--- src/verilog/tx_cmd_pkg.sv ---
// Constants, field layouts and types shared by the transmit command parser
package tx_cmd_pkg;

  // ==========================================================================
  // Register map, byte addresses on the Wishbone slave
  localparam int         ADR_W      = 8;
  localparam logic [7:0] OFS_DATA   = 8'h00;  // Write: next transmit FIFO word
  localparam logic [7:0] OFS_STS    = 8'h04;  // Read: sticky event status
  localparam logic [7:0] OFS_CLR    = 8'h08;  // Write: one clears status bit
  localparam logic [7:0] OFS_EN     = 8'h0C;  // Read/write: interrupt enables
  localparam logic [7:0] OFS_STATE  = 8'h10;  // Read: parser state and last tag
  localparam logic [3:0] SEL_FULL   = 4'hF;

  // ==========================================================================
  // Event bits, same layout in status, clear and enable
  localparam int         IRQ_W      = 3;
  localparam int         IRQ_DONE   = 0;
  localparam int         IRQ_ERR    = 1;
  localparam int         IRQ_STAT   = 2;
  localparam logic [2:0] IRQ_EN_RST = 3'h0;

  // ==========================================================================
  // Command word A fields
  localparam int         A_IOC      = 31;
  localparam int         A_ALIGN_LO = 24;
  localparam int         A_FS       = 13;
  localparam int         A_LS       = 12;
  localparam int         SIZE_W     = 11;
  localparam logic [1:0] ALIGN_4    = 2'h0;
  localparam logic [1:0] ALIGN_16   = 2'h1;
  localparam logic [1:0] ALIGN_32   = 2'h2;
  localparam logic [1:0] ALIGN_RSV  = 2'h3;

  // ==========================================================================
  // Command word B fields, counts and widths
  localparam int         B_TAG_LO   = 16;
  localparam int         TAG_W      = 16;
  localparam int         SUM_W      = 16;
  localparam int         WCNT_W     = 10;
  localparam logic [2:0] BYTES_FULL = 3'h4;

  typedef enum logic [1:0] {ST_CMD_A, ST_CMD_B, ST_PAYLOAD, ST_PAD} parse_state_t;

  // Byte count of the buffer from command word A
  function automatic logic [SIZE_W-1:0] size_of(input logic [31:0] w);
    return w[SIZE_W-1:0];
  endfunction

  // Packet tag from command word B
  function automatic logic [TAG_W-1:0] tag_of(input logic [31:0] w);
    return w[B_TAG_LO +: TAG_W];
  endfunction

  // Packet length from command word B, widened to the running sum
  function automatic logic [SUM_W-1:0] len_of(input logic [31:0] w);
    return {{(SUM_W-SIZE_W){1'b0}}, w[SIZE_W-1:0]};
  endfunction

endpackage

--- src/verilog/tx_buffer_command_parser.sv ---
// Transmit buffer command parser with Wishbone slave and event interrupts
// How it works
// RULE1: Host writes the command words before each buffer's payload.
// RULE2: Each buffer opens with two 32-bit words, word A then word B.
// RULE3: A 16-bit packet tag is taken from command word B.
// RULE4: The tag is reported unaltered with the packet's status word.
// RULE5: Host sends both command words for every buffer of a packet.
// RULE6: Host repeats an identical word B for all buffers of a packet.
// RULE7: A word B differing from the packet's first one raises the error flag.
// RULE8: With interrupt-on-completion set, buffer-done pulses once the buffer is loaded.
// RULE9: Buffer-done can be routed to the interrupt output by an enable bit.
// RULE10: Host writes zeros into reserved bits of word A.
// RULE11: Alignment code 00, 01, 10 selects 4, 16, 32-byte end alignment.
// RULE12: Host appends padding words up to the selected alignment boundary.
// RULE13: Padding words are dropped and never leave as payload.
// RULE14: Command words and padding take no payload storage.
// RULE15: First-segment bit set starts a new packet.
// RULE16: Last-segment bit set ends the current packet.
// RULE17: Eleven-bit buffer size plus alignment locate the padding words.
// RULE18: Summed buffer sizes differing from word B's length raise the error flag.
// RULE19: Alignment code 11 is reserved; it is treated as 4-byte and flagged.
//
// Local design decisions: the register offsets and register access over Wishbone.
`timescale 1ns/1ns
module tx_buffer_command_parser
  import tx_cmd_pkg::*;
(
  input  wire logic              ref_clk,              // System clock, 125 MHz
  input  wire logic              rst_n,                // Asynchronous reset
  input  wire logic [ADR_W-1:0]  wb_adr_i,             // Byte address
  input  wire logic [31:0]       wb_dat_i,             // Write data
  output logic      [31:0]       wb_dat_o,             // Read data
  input  wire logic              wb_we_i,              // Write enable
  input  wire logic [3:0]        wb_sel_i,             // Byte lane selects
  input  wire logic              wb_cyc_i,             // Bus cycle
  input  wire logic              wb_stb_i,             // Strobe
  output logic                   wb_ack_o,             // Acknowledge
  output logic      [31:0]       pay_data,             // Payload word
  output logic      [2:0]        pay_bytes,            // Valid bytes, low first
  output logic                   pay_last,             // Last word of packet
  output logic                   pay_valid,            // Payload word valid
  input  wire logic              pay_ready,            // Consumer takes word
  output logic                   stat_valid,           // Packet status pulse
  output logic      [TAG_W-1:0]  stat_tag,             // Packet tag
  output logic                   stat_err,             // Packet had an error
  output logic                   tx_error_flag,        // Error pulse
  output logic                   tx_buffer_done_flag,  // Buffer loaded pulse
  output logic                   irq                   // Level interrupt
);

  // ==========================================================================
  // Declarations
  logic                ack_q;
  logic [31:0]         rd_q;
  parse_state_t        st_q;
  logic [31:0]         a_q;
  logic [31:0]         b_q;
  logic                in_pkt_q;
  logic                pkt_err_q;
  logic [SUM_W-1:0]    sum_q;
  logic [WCNT_W-1:0]   words_left_q;
  logic [2:0]          pad_left_q;
  logic [2:0]          last_bytes_q;
  logic [31:0]         pay_data_q;
  logic [2:0]          pay_bytes_q;
  logic                pay_last_q;
  logic                pay_valid_q;
  logic                stat_valid_q;
  logic [TAG_W-1:0]    stat_tag_q;
  logic                stat_err_q;
  logic                err_q;
  logic                done_q;
  logic [WCNT_W-1:0]   pay_words;
  logic [2:0]          pad_words;
  logic [2:0]          last_bytes;
  logic                align_bad;
  logic [IRQ_W-1:0]    evt;
  logic [IRQ_W-1:0]    sts;
  logic [IRQ_W-1:0]    en;
  logic                req;
  logic                slot_free;
  logic                take;
  logic                dw;
  logic                w_a;
  logic                w_b;
  logic                w_pay;
  logic                w_pad;
  logic                first;
  logic                pay_end;
  logic                end_buf;
  logic                pkt_end;
  logic [31:0]         cur_b;
  logic [SUM_W-1:0]    sum_next;
  logic [SUM_W-1:0]    sum_cur;
  logic                err_b;
  logic                err_len;
  logic                err_now;

  // ==========================================================================
  // Bus decode: data writes stall while the payload slot is occupied and pay_ready is low
  assign req       = wb_cyc_i & wb_stb_i & ~ack_q;
  assign slot_free = ~pay_valid_q | pay_ready;
  assign take      = req & (~(wb_we_i && wb_adr_i == OFS_DATA) | slot_free);
  assign dw        = take & wb_we_i & (wb_adr_i == OFS_DATA) & (wb_sel_i == SEL_FULL);

  // Words routed by parser position
  assign w_a   = dw & (st_q == ST_CMD_A);  // see RULE2
  assign w_b   = dw & (st_q == ST_CMD_B);  // see RULE2
  assign w_pay = dw & (st_q == ST_PAYLOAD);
  assign w_pad = dw & (st_q == ST_PAD);    // see RULE13

  // Packet bookkeeping terms
  assign first    = a_q[A_FS];                                   // see RULE15
  assign pay_end  = w_pay & (words_left_q == 10'h001);
  assign end_buf  = (w_b & (pay_words == '0) & (pad_words == '0))
                  | (pay_end & (pad_left_q == '0))
                  | (w_pad & (pad_left_q == 3'h1));
  assign pkt_end  = end_buf & a_q[A_LS];                         // see RULE16
  assign cur_b    = (w_b & first) ? wb_dat_i : b_q;
  assign sum_next = first ? SUM_W'(size_of(a_q))
                          : sum_q + SUM_W'(size_of(a_q));        // see RULE18
  assign sum_cur  = w_b ? sum_next : sum_q;

  // Error terms: misplaced segment, word B mismatch, reserved alignment, length mismatch
  assign err_b    = w_b & (align_bad                             // see RULE19
                  | (first & in_pkt_q)
                  | (~first & ~in_pkt_q)
                  | (~first & in_pkt_q & (wb_dat_i != b_q)));    // see RULE7
  assign err_len  = pkt_end & (sum_cur != len_of(cur_b));        // see RULE18
  assign err_now  = err_b | err_len;

  // ==========================================================================
  // Buffer size and alignment arithmetic
  tx_pad_calc u_calc (
    .size       (size_of(a_q)),
    .align      (a_q[A_ALIGN_LO +: 2]),
    .pay_words  (pay_words),
    .pad_words  (pad_words),
    .last_bytes (last_bytes),
    .align_bad  (align_bad)
  );

  // ==========================================================================
  // Wishbone answer: one-cycle ack and registered read data
  always_ff @(posedge ref_clk or negedge rst_n)
  begin
    if (!rst_n)
      ack_q <= 1'b0;
    else
      ack_q <= take;
  end

  always_ff @(posedge ref_clk or negedge rst_n)
  begin
    if (!rst_n)
      rd_q <= '0;
    else if (take)
    begin
      unique case (wb_adr_i)
        OFS_STS:   rd_q <= {29'h0, sts};
        OFS_EN:    rd_q <= {29'h0, en};
        OFS_STATE: rd_q <= {stat_tag_q, 13'h0, in_pkt_q, st_q};
        default:   rd_q <= '0;
      endcase
    end
  end

  // ==========================================================================
  // Parser position across command, payload and padding words
  always_ff @(posedge ref_clk or negedge rst_n)
  begin
    if (!rst_n)
      st_q <= ST_CMD_A;
    else if (w_a)
      st_q <= ST_CMD_B;                                          // see RULE2
    else if (w_b)
    begin
      if (pay_words != '0)
        st_q <= ST_PAYLOAD;
      else if (pad_words != '0)
        st_q <= ST_PAD;
      else
        st_q <= ST_CMD_A;
    end
    else if (pay_end)
      st_q <= (pad_left_q != '0) ? ST_PAD : ST_CMD_A;            // see RULE13
    else if (w_pad && pad_left_q == 3'h1)
      st_q <= ST_CMD_A;
  end

  // Command word A and word counters
  always_ff @(posedge ref_clk or negedge rst_n)
  begin
    if (!rst_n)
    begin
      a_q          <= '0;
      words_left_q <= '0;
      pad_left_q   <= '0;
      last_bytes_q <= '0;
    end
    else if (w_a)
      a_q <= wb_dat_i;
    else if (w_b)
    begin
      words_left_q <= pay_words;                                 // see RULE17
      pad_left_q   <= pad_words;                                 // see RULE11
      last_bytes_q <= last_bytes;
    end
    else if (w_pay)
      words_left_q <= words_left_q - 10'h001;
    else if (w_pad)
      pad_left_q <= pad_left_q - 3'h1;                           // see RULE13
  end

  // Packet state: reference word B, running size sum, error collection
  always_ff @(posedge ref_clk or negedge rst_n)
  begin
    if (!rst_n)
    begin
      b_q       <= '0;
      sum_q     <= '0;
      in_pkt_q  <= 1'b0;
      pkt_err_q <= 1'b0;
    end
    else
    begin
      if (w_b && first)
        b_q <= wb_dat_i;                                         // see RULE15
      if (w_b)
        sum_q <= sum_next;                                       // see RULE18
      if (pkt_end)
        in_pkt_q <= 1'b0;                                        // see RULE16
      else if (w_b)
        in_pkt_q <= 1'b1;
      if (pkt_end)
        pkt_err_q <= 1'b0;
      else if (w_b && first)
        pkt_err_q <= err_now;
      else if (err_now)
        pkt_err_q <= 1'b1;
    end
  end

  // ==========================================================================
  // Payload slot: only payload words are stored, commands and padding are not
  always_ff @(posedge ref_clk or negedge rst_n)
  begin
    if (!rst_n)
    begin
      pay_valid_q <= 1'b0;
      pay_data_q  <= '0;
      pay_bytes_q <= '0;
      pay_last_q  <= 1'b0;
    end
    else if (w_pay)
    begin
      pay_valid_q <= 1'b1;                                       // see RULE14
      pay_data_q  <= wb_dat_i;
      pay_bytes_q <= (words_left_q == 10'h001) ? last_bytes_q : BYTES_FULL;
      pay_last_q  <= (words_left_q == 10'h001) & a_q[A_LS];
    end
    else if (pay_ready)
      pay_valid_q <= 1'b0;
  end

  // Status word, error and buffer-done pulses
  always_ff @(posedge ref_clk or negedge rst_n)
  begin
    if (!rst_n)
    begin
      stat_valid_q <= 1'b0;
      stat_tag_q   <= '0;
      stat_err_q   <= 1'b0;
      err_q        <= 1'b0;
      done_q       <= 1'b0;
    end
    else
    begin
      stat_valid_q <= pkt_end;
      if (pkt_end)
      begin
        stat_tag_q <= tag_of(cur_b);                             // see RULE3
        stat_err_q <= err_now | (pkt_err_q & ~(w_b & first));    // see RULE4
      end
      err_q  <= err_now;                                         // see RULE7
      done_q <= end_buf & a_q[A_IOC];                            // see RULE8
    end
  end

  // ==========================================================================
  // Event status and interrupt routing
  always_comb
  begin
    evt           = '0;
    evt[IRQ_DONE] = done_q;
    evt[IRQ_ERR]  = err_q;
    evt[IRQ_STAT] = stat_valid_q;
  end

  tx_irq_status u_irq (
    .ref_clk (ref_clk),
    .rst_n   (rst_n),
    .evt     (evt),
    .clr_wr  (take & wb_we_i & (wb_adr_i == OFS_CLR) & wb_sel_i[0]),
    .en_wr   (take & wb_we_i & (wb_adr_i == OFS_EN) & wb_sel_i[0]),
    .wdata   (wb_dat_i[IRQ_W-1:0]),
    .sts_q   (sts),
    .en_q    (en),
    .irq     (irq)                                               // see RULE9
  );

  // Output drive
  assign wb_ack_o            = ack_q;
  assign wb_dat_o            = rd_q;
  assign pay_data            = pay_data_q;
  assign pay_bytes           = pay_bytes_q;
  assign pay_last            = pay_last_q;
  assign pay_valid           = pay_valid_q;
  assign stat_valid          = stat_valid_q;
  assign stat_tag            = stat_tag_q;
  assign stat_err            = stat_err_q;
  assign tx_error_flag       = err_q;
  assign tx_buffer_done_flag = done_q;

  // ==========================================================================
  // Assertions
  a_cmd_order: // see RULE2
    assert property (@(posedge ref_clk) disable iff (!rst_n)
      w_a |=> st_q == ST_CMD_B && a_q == $past(wb_dat_i))
    else $error("word A not followed by word B position");

  a_tag_copied: // see RULE4
    assert property (@(posedge ref_clk) disable iff (!rst_n)
      pkt_end |=> stat_valid_q && stat_tag_q == tag_of($past(cur_b)))
    else $error("status tag differs from word B tag");

  a_b_mismatch: // see RULE7
    assert property (@(posedge ref_clk) disable iff (!rst_n)
      (w_b && !first && in_pkt_q && wb_dat_i != b_q) |=> tx_error_flag)
    else $error("word B mismatch not flagged");

  a_done_cause: // see RULE8
    assert property (@(posedge ref_clk) disable iff (!rst_n)
      tx_buffer_done_flag |-> $past(end_buf) && $past(a_q[A_IOC]))
    else $error("buffer done without completed flagged buffer");

  a_irq_route: // see RULE9
    assert property (@(posedge ref_clk) disable iff (!rst_n)
      tx_buffer_done_flag && en[IRQ_DONE] |=> irq)
    else $error("enabled buffer done not on interrupt");

  a_align16_pad: // see RULE11
    assert property (@(posedge ref_clk) disable iff (!rst_n)
      (w_b && a_q[A_ALIGN_LO +: 2] == ALIGN_16)
      |=> ((words_left_q + WCNT_W'(pad_left_q)) & 10'h003) == 10'h000)
    else $error("16-byte alignment padding miscounted");

  a_pad_dropped: // see RULE13
    assert property (@(posedge ref_clk) disable iff (!rst_n)
      (w_pad || w_a || w_b) |=> !pay_valid_q)
    else $error("non-payload word reached payload output");

  a_first_seg: // see RULE15
    assert property (@(posedge ref_clk) disable iff (!rst_n)
      (w_b && first) |=> sum_q == SUM_W'(size_of($past(a_q))))
    else $error("first segment did not restart size sum");

  a_last_seg: // see RULE16
    assert property (@(posedge ref_clk) disable iff (!rst_n)
      pkt_end |=> !in_pkt_q ##1 !stat_valid_q)
    else $error("last segment did not close packet");

  a_len_check: // see RULE18
    assert property (@(posedge ref_clk) disable iff (!rst_n)
      err_len |=> tx_error_flag && stat_err)
    else $error("length mismatch not flagged");

  a_align_rsv: // see RULE19
    assert property (@(posedge ref_clk) disable iff (!rst_n)
      (w_b && a_q[A_ALIGN_LO +: 2] == ALIGN_RSV) |=> tx_error_flag)
    else $error("reserved alignment not flagged");

endmodule // tx_buffer_command_parser

--- src/verilog/tx_irq_status.sv ---
// Sticky event status, write-one-to-clear, enable mask and interrupt level
`timescale 1ns/1ns
module tx_irq_status
  import tx_cmd_pkg::*;
(
  input  wire logic             ref_clk,   // System clock
  input  wire logic             rst_n,     // Asynchronous reset, active low
  input  wire logic [IRQ_W-1:0] evt,       // Event pulses
  input  wire logic             clr_wr,    // Clear register write strobe
  input  wire logic             en_wr,     // Enable register write strobe
  input  wire logic [IRQ_W-1:0] wdata,     // Write data
  output logic      [IRQ_W-1:0] sts_q,     // Sticky status
  output logic      [IRQ_W-1:0] en_q,      // Interrupt enables
  output logic                  irq        // Level interrupt
);

  // Status bits: a new event wins over a clear in the same cycle
  always_ff @(posedge ref_clk or negedge rst_n)
  begin
    if (!rst_n)
      sts_q <= '0;
    else
      sts_q <= (sts_q & ~(clr_wr ? wdata : '0)) | evt;
  end

  // Enable register
  always_ff @(posedge ref_clk or negedge rst_n)
  begin
    if (!rst_n)
      en_q <= IRQ_EN_RST;
    else if (en_wr)
      en_q <= wdata;
  end

  assign irq = |(sts_q & en_q);

endmodule // tx_irq_status

--- src/verilog/tx_pad_calc.sv ---
// Payload and padding word counts of one buffer
`timescale 1ns/1ns
module tx_pad_calc
  import tx_cmd_pkg::*;
(
  input  wire logic [SIZE_W-1:0] size,        // Buffer byte count
  input  wire logic [1:0]        align,       // End alignment code
  output logic      [WCNT_W-1:0] pay_words,   // Words carrying payload
  output logic      [2:0]        pad_words,   // Padding words to drop
  output logic      [2:0]        last_bytes,  // Valid bytes in final word
  output logic                   align_bad    // Reserved alignment code
);

  logic [SIZE_W:0] rounded;
  logic [2:0]      mask;
  logic [2:0]      rem;

  // Round bytes up to words, then pad words up to the alignment group
  always_comb
  begin
    rounded    = {1'b0, size} + 12'h003;
    pay_words  = rounded[SIZE_W:2];
    last_bytes = (size[1:0] == 2'h0) ? BYTES_FULL : {1'b0, size[1:0]};
    align_bad  = (align == ALIGN_RSV);
    unique case (align)
      ALIGN_16: mask = 3'h3;
      ALIGN_32: mask = 3'h7;
      default:  mask = 3'h0;
    endcase
    rem        = pay_words[2:0] & mask;
    pad_words  = (3'h0 - rem) & mask;
  end

endmodule // tx_pad_calc
--- config.mk ---
export PLATFORM = sky130hd
export DESIGN_NAME = tx_buffer_command_parser
export DESIGN_NICKNAME = d
export VERILOG_FILES = /design/src/verilog/tx_cmd_pkg.sv /design/src/verilog/tx_buffer_command_parser.sv /design/src/verilog/tx_irq_status.sv /design/src/verilog/tx_pad_calc.sv
export SDC_FILE = /design/constraint.sdc
export NUM_CORES = 1
export LEC_CHECK = 0
export ABC_AREA = 1
export BUFFER_PORTS_ARGS = -buffer_cell sky130_fd_sc_hd__buf_4
export CORE_MARGIN = 3
export CORE_UTILIZATION = 40
export DETAILED_ROUTE_END_ITERATION = 12
export GPL_ROUTABILITY_DRIVEN = 0
export PLACE_DENSITY = 0.7
export SLEW_MARGIN = 25
export SYNTH_ARGS = -nofsm -noshare
export SYNTH_HDL_FRONTEND = slang
export SYNTH_SLANG_ARGS = --single-unit
--- constraint.sdc ---
create_clock -name ref_clk -period 3.9 [get_ports ref_clk]
set_input_delay 0.195 -clock ref_clk [delete_from_list [all_inputs] [get_ports ref_clk]]
set_output_delay 0.195 -clock ref_clk [all_outputs]
set_load 0.005 [all_outputs]
==> impl_metrics.py, run 1 <==
metrics = {
    "run_status": {
        "status": "completed",
    },
    "layout": {
        "n_antenna_cell": 0,
        "nNetsFinal": 1423,
        "final_layout_size_suffix_gt1_frac": 0.154,
        "area_growth_pct": 19.3,
        "layout_common_cells": "459 x nand2_1, 167 x dfrtp_1, 137 x inv_1, 137 x buf_4, 110 x o21ai_0",
        "final_common_cell": "nand2_1",
        "fin_util": 0.493,
    },
    "timing": {
        "fmax_mhz": 341,
        "min_period_ns": 2.94,
        "setup_viol": 0,
        "rsz0062_at_grt": "false",
        "clock_skew_ns": 0.0149,
        "finalMaxSlewViolations": 0,
        "maxSlewHeadroom": 0.347,
        "tightestPinTransition_ns": 0.972,
        "min_period_over_period": 0.753,
        "fin_setup_tns_ns": 0,
        "report.final.hold_viol_count": 0,
    },
    "floorplanning": {
        "dieWidth_microns": 158,
        "coreArea_sq_um": 22200,
        "ioPinCount": 141,
        "die_y_microns": 158,
        "dieArea_sq_um": 24800,
        "core.rowCount": 54,
        "initial_core_util": 0.413,
    },
    "clocking": {
        "insertion_delay_ns": 0.44,
        "cts_root_buf": "clkbuf_16",
        "h-tree-depth": 4,
        "cts_made_buffers": 17,
        "clkTransAtPathRegs_ns": 0.07,
        "cts.sinks": 167,
        "holdBufCountCts": 1,
        "cts_tree": "done",
        "post_cts_resized": 0,
        "post_cts_buffers": 0,
        "clockBufferDepth": 2,
    },
    "global_routing": {
        "first_global_vias": 7971,
        "grt_max_degree": 78,
        "overflow": 0,
        "grt_pass1_wl_mm": 40.2,
        "antenna_found_initial": 0,
        "grt_usage": 0.201,
    },
    "detailed_routing": {
        "vias": 8254,
        "drtPass1Iterations": 5,
        "drtAntennaViolNets": 0,
        "drt-total-wl_mm": 24.4,
        "dr.first_iter.drc_count": 666,
        "drc": 0,
        "wire_per_inst_microns": 14.8,
        "routed_via_density": 5.01,
    },
    "pwr": {
        "swShare": 0.259,
        "power_density_nw_per_um2": 327,
        "p_seq_frac": 0.484,
        "p_int_mw": 2.66,
        "p_comb_frac": 0.041,
        "p_leak_nw": 5.85,
        "vdd_drop_max_mv": 0.302,
        "clkPwrFrac": 0.475,
        "netSwitchingPower_mw": 0.928,
    },
    "critical_path": {
        "reg2reg_slack_ns": 0.96,
        "ff2ff_path_depth": 14,
        "worstPathRequired_ns": 4.23,
        "path_max_fanout": 17,
        "critical_path_arrival_ns": 3.27,
        "reg2reg_from": "wb_ack_o$_DFF_PN0_",
        "crit_type": "reg -> reg",
        "end_kind": "flip-flop",
        "r2r_end": "stat_err$_DFFE_PN0P_",
        "worstSetupStartpointType": "flip-flop",
    },
    "synthesis": {
        "yosysTopAreaCell": "dfrtp_1",
        "synth_flop_cell": "dfrtp_1",
        "synthTopCellsByArea": "dfrtp_1 45%, nand2_1 19%, o21ai_0 6.0%, inv_1 5.6%, nand3_1 4.5%",
        "yosysUniqueCellTypes": 49,
        "ys_async_sr_fraction": 1.00,
        "ys_ff_latch": 167,
        "post-synth-top-area-fraction": 0.455,
        "avgSynthCellArea_sq_um": 7.44,
        "synth_cells": 1235,
        "synth-seq-area-share": 0.455,
        "syn_area_sq_um": 9190,
        "synth_edf_count": 0,
        "yosysWarnings": 0,
    },
    "worst_hold_path": {
        "hold_depth": 3,
        "hold_path_class": "in -> reg",
        "min_from": "wb_dat_i[2]",
        "whs_endpoint": "b_q[2]$_DFFE_PN0P_",
    },
    "placed_design": {
        "dp_hpwl_mm": 18.3,
        "port_buffers": 127,
    },
    "flow_run": {
        "maxCapViolations": 0,
    },
}
-- layout make-up --
type	count	area [sq um]
Timing Repair Buffer	139	1050
Tap cell	280	350
Clock buffer	17	425
Multi-Input combinational cell	886	4250
Clock inverter	15	176
Sequential cell	167	4180
Fill cell	2108	11300
Inverter	142	533
-- power groups by stage --
| stage | sequential (mW) | combinational [mW] | clock (mW) |
|---|---|---|---|
| 2_1_floorplan | 1.77 | 0.0550 | 0 |
| 3_3_place_gp | 1.77 | 0.149 | 0 |
| 3_5_place_dp | 1.77 | 0.149 | 0 |
| 4_1_cts | 1.73 | 0.150 | 1.74 |
| 5_1_grt | 1.73 | 0.167 | 1.80 |
| 6_report | 1.73 | 0.147 | 1.70 |
-- logic make-up after synthesis --
group,synth area share
adders and majority gates,0.0281
other,0.000408
and+or+nand+nor,0.318
DFF,0.455
AOI/OAI and AO/OA,0.0854
buffers and inverters,0.0891
xor gates and xnor gates,0.0248
-- layer usage --
metal	track usage	vias up	wire length, microns
li1	-	4122	-
met1	0.261	3842	10600
met2	0.331	257	11500
met3	0.0594	33	1820
met4	0.0545	0	482
met5	0	-	0
-- synth_stat cells, drive strengths merged, types with 3 or more instances --
cell and n:
nor4 3, nand3 87, nand2 466, a22o 3, inv 140, or2 12
dfrtp 167, o21ai 115, xor2 15, clkbuf 21, nor3 9, nor2 73
a21oi 13, buf 31, nand4 28, xnor2 11, ha 19
-- state kept, by name (all words and copies together) (netlist names), 2 cells and up --
signal	cells
pay_bytes	3
u_irq.sts_q	3
sum_q	16
u_irq.en_q	3
a_q	16
last_bytes_q	3
st_q	2
words_left_q	10
stat_tag	16
wb_dat_o	19
b_q	32
pad_left_q	3
pay_data	32
-- how the worst max path moves through the flow --
stage / startpoint / endpoint / slack [ns] / depth (start not counted)
2_1_floorplan: a_q[0]$_DFFE_PN0P_ / stat_err$_DFFE_PN0P_ / 1.57 / 20
3_3_place_gp: wb_ack_o$_DFF_PN0_ / stat_err$_DFFE_PN0P_ / 1.03 / 14
3_5_place_dp: wb_ack_o$_DFF_PN0_ / stat_err$_DFFE_PN0P_ / 1.01 / 14
4_1_cts: wb_ack_o$_DFF_PN0_ / stat_err$_DFFE_PN0P_ / 0.99 / 14
5_1_grt: a_q[1]$_DFFE_PN0P_ / stat_err$_DFFE_PN0P_ / 0.66 / 17
6_report: wb_ack_o$_DFF_PN0_ / stat_err$_DFFE_PN0P_ / 0.96 / 14
-- stage by stage --
stage | power [mW] | cells | area (sq um) | hold WS, ns | setup slack, ns
floorplan | 1.82 | 1247 | 9230 | -0.101 | 1.57
global placement | 1.92 | 1613 | 10400 | 0.290 | 1.03
detailed placement | 1.92 | 1613 | 10400 | 0.287 | 1.01
CTS | 3.62 | 1646 | 11000 | 0.0332 | 0.987
global route | 3.70 | 1646 | 11000 | 0.0457 | 0.656
finish | 3.58 | 1646 | 11000 | 0.0491 | 0.964
-- worst max-delay path, stage by stage, from the launching register on --
cell,delay [ns]
dfrtp_1,0.38
nor2_1,0.30
nand3_2,0.19
nor2_2,0.54
nand2_2,0.39
nand2_1,0.14
o21ai_0,0.13
nand2_1,0.10
nand2_1,0.05
nor2_1,0.09
nand2_1,0.08
nor2_1,0.22
nand3_1,0.11
nand2_1,0.09
inv_1,0.03
Power figures use the tool's default switching activity.
==> run 2, diff against run 1 <==
- ABC_AREA: 1 -> 0
- clock period: 3.9 -> 3 ns (I/O delays scaled with it)
==> run 2 against run 1 <==
The flow now finishes with violations (negative setup slack). Critical path depth decreased by 4. Total power up 30%. First-iteration DRC count shrank 37%. Register-to-register slack worse by 0.99 ns. Largest cell class unchanged.
==> impl_metrics.py, run 2 <==
metrics = {
    "clocking": {
        "h-tree-depth": 4,
        "cts.sinks": 167,
        "cts_tree": "done",
        "cts_root_buf": "clkbuf_16",
        "insertion_delay_ns": 0.43,
        "clkTransAtPathRegs_ns": 0.07,
        "cts_made_buffers": 17,
        "clockBufferDepth": 2,
    },
    "synthesis": {
        "synth-seq-area-share": 0.483,
        "synth_common_cells": "186 x nand2_1, 167 x dfrtp_1, 68 x mux2_2",
        "post-synth-top-area-fraction": 0.483,
        "yosysWarnings": 0,
        "ys_async_sr_fraction": 1.00,
        "synth_flop_cell": "dfrtp_1",
        "yosysUniqueCellTypes": 63,
        "avgSynthCellArea_sq_um": 9.96,
        "post-synth-top-count-cell": "nand2_1",
        "ys_ff_latch": 167,
        "yosysTopAreaCell": "dfrtp_1",
        "synth_edf_count": 0,
        "synth_cells": 869,
        "synthTopCellsByArea": "dfrtp_1 48%, mux2_2 8.8%, nand2_1 8.1%, xor2_1 3.8%, xnor2_1 3.6%",
        "syn_area_sq_um": 8660,
    },
    "worst_hold_path": {
        "hold_path_class": "in -> reg",
    },
    "timing": {
        "tightestPinTransition_ns": 0.823,
        "report.final.hold_viol_count": 0,
        "fin_setup_tns_ns": -0.0238,
        "min_period_ns": 3.02,
        "finalMaxSlewViolations": 0,
        "rsz0062_at_grt": "true",
        "min_period_over_period": 1.01,
        "hold_slack_ns": 0.0281,
        "setup_viol": 1,
        "fmax_mhz": 331,
        "maxSlewHeadroom": 0.451,
        "clock_skew_ns": 0.0142,
        "fin_ws_ns": -0.0238,
    },
    "layout": {
        "n_antenna_cell": 0,
        "layout_common_cells": "186 x nand2_1, 179 x buf_4, 167 x dfrtp_1",
        "final_layout_size_suffix_gt1_frac": 0.300,
        "n_fill_cell": 1837,
        "final_common_cell": "nand2_1",
        "nNetsFinal": 1128,
        "area_growth_pct": 29.8,
    },
    "global_routing": {
        "antenna_found_initial": 0,
        "overflow": 0,
        "first_global_vias": 7128,
        "grt_usage": 0.199,
        "grt_max_degree": 90,
        "grt_pass1_wl_mm": 37.6,
    },
    "critical_path": {
        "critical_path_arrival_ns": 3.32,
        "cp_slowest_cell": "dfrtp_1",
        "path_max_fanout": 8,
        "worst-path-buf-inv": 1,
        "worstPathRequired_ns": 3.30,
        "max_stage_delay_ns": 0.42,
        "worstSetupStartpointType": "flip-flop",
        "path_delay_family": "compound AO/OA/AOI/OAI gates",
        "cpMostUsedCell": "a31oi_1",
        "crit_chain": "ha_1 -> buf_4 -> a211o_1 -> a221oi_1 -> a211oi_2 -> o31ai_1 -> xnor2_1 -> a31oi_1 -> nor4_4 -> a31oi_1",
        "crit_type": "reg -> reg",
        "end_kind": "flip-flop",
    },
    "floorplanning": {
        "dieArea_sq_um": 23500,
        "core.rowCount": 53,
        "initial_core_util": 0.409,
        "coreArea_sq_um": 21200,
        "ioPinCount": 141,
        "die_y_microns": 153,
        "dieWidth_microns": 153,
    },
    "run_status": {
        "status": "finished with violations",
        "violations": "negative setup slack",
    },
    "detailed_routing": {
        "drc": 0,
        "drtPass1Iterations": 5,
        "drt-total-wl_mm": 23.2,
        "routed_via_density": 5.23,
        "wire_per_inst_microns": 17.3,
        "drtAntennaViolNets": 0,
        "vias": 7033,
        "dr.first_iter.drc_count": 417,
    },
    "placed_design": {
        "dp_hpwl_mm": 16.5,
        "port_buffers": 127,
    },
    "flow_run": {
        "maxCapViolations": 0,
    },
    "pwr": {
        "p_leak_nw": 5.78,
        "vdd_drop_max_mv": 0.331,
        "power_density_nw_per_um2": 415,
    },
}
## run 2: cell type report
type | count | area, sq um | area share
clock buffer | 17 | 425 | 0.0379
clock inverter | 14 | 160 | 0.0143
inverter | 16 | 60.1 | 0.00534
multi-input combinational | 641 | 4340 | 0.386
sequential | 167 | 4180 | 0.372
tap | 275 | 344 | 0.0306
timing repair buffer | 215 | 1730 | 0.154
## run 2: worst min-delay path, cell delays in order
cell and delay (ns):
buf_4 0.15, nand2_1 0.06, nand2_1 0.05
## run 2: final timing paths
kind | from | end | slack, ns | cells after the start
worst min-delay path | wb_dat_i[0] | pay_data[0]$_DFFE_PN0P_ | 0.03 | 3
worst min register to register | stat_valid$_DFF_PN0_ | u_irq.sts_q[2]$_DFF_PN0_ | 0.47 | 1
worst max-delay path | sum_q[7]$_DFF_PN0_ | stat_err$_DFFE_PN0P_ | -0.02 | 10
max in group asynchronous | rst_n | pay_data[2]$_DFFE_PN0P_ | 1.85 | 3
worst max register to register | sum_q[7]$_DFF_PN0_ | stat_err$_DFFE_PN0P_ | -0.02 | 10
min in group asynchronous | rst_n | wb_dat_o[23]$_DFFE_PN0N_ | 0.35 | 2
## run 2: power breakdown
group / internal (mW) / total [mW] / switching [mW]
Clock: 1.18 / 2.17 / 0.993
Combinational: 0.102 / 0.230 / 0.128
Sequential: 2.26 / 2.26 / 0.00308
Total: 3.54 / 4.66 / 1.12
## run 2: cell families after synthesis
logic type,share of synthesized area
simple gates,0.185
fa+ha+maj,0.0298
xor+xnor,0.0802
buf+inv,0.0407
compound gates,0.0764
other cells,0.000433
mux,0.105
flops,0.483
## run 2: per-layer routing
| metal | up-vias | track usage | wire, microns | part of all wire |
|---|---|---|---|---|
| met3 | 40 | 0.0445 | 1350 | 0.058 |
| met4 | 0 | 0.0628 | 512 | 0.022 |
| met2 | 205 | 0.329 | 11400 | 0.49 |
| li1 | 3331 | - | - | - |
| met5 | - | 0 | 0 | 0 |
| met1 | 3457 | 0.261 | 10000 | 0.43 |
## run 2: metrics by stage
stage / instance area (sq um) / setup WS, ns / utilization / power, mW / std cells
after floorplan: 8700 / 0.0671 / - / 2.37 / 881
after global placement: 10100 / -0.0381 / 0.480 / 2.50 / 1280
after detailed placement: 10100 / -0.0905 / 0.480 / 2.50 / 1280
after CTS: 11100 / 0.00343 / 0.524 / 4.70 / 1342
after global routing: 11200 / -0.162 / 0.531 / 4.82 / 1345
final: 11200 / -0.0238 / 0.531 / 4.66 / 1345
## run 2: timing repair
action / 4_1_cts / 5_1_grt
gates resized for setup: 6 / 30
hold endpoints to repair: 138 / 0
setup endpoints to repair: 2 / 18
setup buffers: 0 / 3
pin swaps: 0 / 14
hold buffers: 31 / 0
==> run 3, diff against run 2 <==
- SETUP_SLACK_MARGIN: default -> 0.4
==> run 3 against run 2 <==
The flow still finishes with violations (negative setup slack). Die area did not move. Total power grew 0.76%. Cell count rose by 0.97%. Worst hold slack lost 0.025 ns. Final area rose by 2.5%. Non-clock buffer count grew 12. Sequential cell count is the same. First-iteration DRC count up 19%. Maximum frequency is 0.79% lower. Via count up 2.4%. Utilization up 1.3 points. Critical path depth grew 1. Critical path type unchanged. Critical endpoint unchanged. Largest cell class unchanged.
==> impl_metrics.py, run 3 (synthesis gave the netlist of run 2 again) <==
metrics = {
    "clocking": {
        "clkTransAtPathRegs_ns": 0.08,
        "clockBufferDepth": 2,
        "cts_tree": "done",
        "h-tree-depth": 4,
        "cts_made_buffers": 17,
        "cts.sinks": 167,
        "insertion_delay_ns": 0.44,
        "cts_root_buf": "clkbuf_16",
    },
    "critical_path": {
        "reg2reg_slack_ns": -0.05,
        "max_stage_delay_ns": 0.53,
        "end_kind": "flip-flop",
        "cp_slowest_cell": "or4b_4",
        "critical_path_arrival_ns": 3.36,
        "path_delay_family": "simple AND/OR/NAND/NOR gates",
        "worstPathRequired_ns": 3.31,
        "worstSetupStartpointType": "flip-flop",
        "worst-path-buf-inv": 0,
        "path_max_fanout": 3,
        "crit_type": "reg -> reg",
        "crit_chain": "ha_4 -> fa_2 -> a21o_1 -> a2bb2oi_4 -> nand2b_1 -> o211a_1 -> o21ai_2 -> xor2_1 -> or4b_4 -> nor4_4 -> a31oi_1",
    },
    "timing": {
        "fmax_mhz": 328,
        "hold_slack_ns": 0.00282,
        "maxSlewHeadroom": 0.442,
        "rsz0062_at_grt": "true",
        "fin_setup_tns_ns": -0.0615,
        "report.final.hold_viol_count": 0,
        "min_period_ns": 3.05,
        "fin_ws_ns": -0.0478,
        "setup_viol": 2,
        "min_period_over_period": 1.02,
        "finalMaxSlewViolations": 0,
        "tightestPinTransition_ns": 0.837,
        "clock_skew_ns": 0.0143,
    },
    "detailed_routing": {
        "wl_met3_mm": 1.53,
        "dr.first_iter.drc_count": 496,
        "drtAntennaViolNets": 0,
        "drt-total-wl_mm": 24.3,
        "wl_met1_mm": 10.4,
        "vias": 7204,
        "routed_via_density": 5.30,
        "met2_length_mm": 11.9,
        "drtPass1Iterations": 5,
        "drc": 0,
        "top_layer": "met4",
        "wire_per_inst_microns": 17.9,
    },
    "placed_design": {
        "place_area_sq_um": 10100,
        "dp.cells": 1276,
        "dp_hpwl_mm": 16.9,
        "port_buffers": 127,
    },
    "layout": {
        "final_area_sq_um": 11500,
        "final_common_cell": "nand2_1",
        "n_antenna_cell": 0,
        "stdcell_count": 1358,
        "fin_util": 0.545,
        "nNetsFinal": 1140,
        "layout_common_cells": "185 x nand2_1, 184 x buf_4, 166 x dfrtp_1",
        "area_growth_pct": 33.0,
        "final_layout_size_suffix_gt1_frac": 0.317,
    },
    "floorplanning": {
        "initial_core_util": 0.409,
        "die_y_microns": 153,
        "core.rowCount": 53,
        "ioPinCount": 141,
        "coreArea_sq_um": 21200,
        "dieWidth_microns": 153,
        "dieArea_sq_um": 23500,
    },
    "worst_hold_path": {
        "hold_path_class": "in -> reg",
    },
    "global_routing": {
        "overflow": 0,
        "antenna_found_initial": 0,
        "grt_pass1_wl_mm": 38.3,
        "first_global_vias": 7157,
        "grt_usage": 0.203,
        "grt_max_degree": 70,
    },
    "flow_run": {
        "maxCapViolations": 0,
    },
    "run_status": {
        "status": "finished with violations",
        "violations": "negative setup slack",
    },
    "pwr": {
        "p_leak_nw": 5.87,
        "vdd_drop_max_mv": 0.329,
        "power_density_nw_per_um2": 408,
    },
}
==> run 3: cell type report <==
class	count	area, sq um
inverters	16	62.6
well taps	275	344
flip-flops and latches	167	4180
fillers	1794	9630
clock inverters	15	175
multi-input cells	641	4460
repair buffers	227	1880
clock buffers	17	425
==> run 3: stage by stage <==
stage | power [mW] | worst slack [ns]
global placement | 2.50 | 0.102
detailed placement | 2.50 | -0.0272
global route | 4.85 | -0.194
floorplan | 2.37 | 0.195
finish | 4.70 | -0.0478
CTS | 4.73 | 0.0498
==> run 3: path summary, 6_finish.rpt <==
kind | cells after the start | to | from
max in group asynchronous | 3 | a_q[1]$_DFFE_PN0P_ | rst_n
min | 3 | pay_data[8]$_DFFE_PN0P_ | wb_dat_i[8]
max | 11 | stat_err$_DFFE_PN0P_ | sum_q[0]$_DFF_PN0_
min reg2reg | 2 | pay_data[1]$_DFFE_PN0P_ | pay_data[1]$_DFFE_PN0P_
min in group asynchronous | 2 | wb_dat_o[23]$_DFFE_PN0N_ | rst_n
max reg2reg | 11 | stat_err$_DFFE_PN0P_ | sum_q[0]$_DFF_PN0_
==> run 3: power breakdown <==
group          leakage (nW)  internal, mW  total (mW)  switching [mW]
logic                  3.27         0.103       0.234           0.131
registers              2.31          2.25        2.26         0.00322
clock network         0.294          1.13        2.20            1.08
==> run 3: timing repair <==
action                     4_1_cts  5_1_grt
setup buffers                   10        7
hold endpoints to repair       118        0
hold buffers                    32        0
pin swaps                        7       15
cloned                           1        0
setup endpoints to repair       21       24
gates resized for setup         17       39
==> run 3: metal layers <==
layer | GRT usage | vias up
li1 | - | 3352
met1 | 0.272 | 3562
met2 | 0.336 | 252
met3 | 0.0464 | 38
met4 | 0.0543 | 0
met5 | 0 | -
==> run 3: tightest hold or removal path, delay by kind of cell <==
| family | cells | cell delay, ns |
|---|---|---|
| buffers and inverters | 1 | 0.13 |
| and+or+nand+nor | 2 | 0.13 |
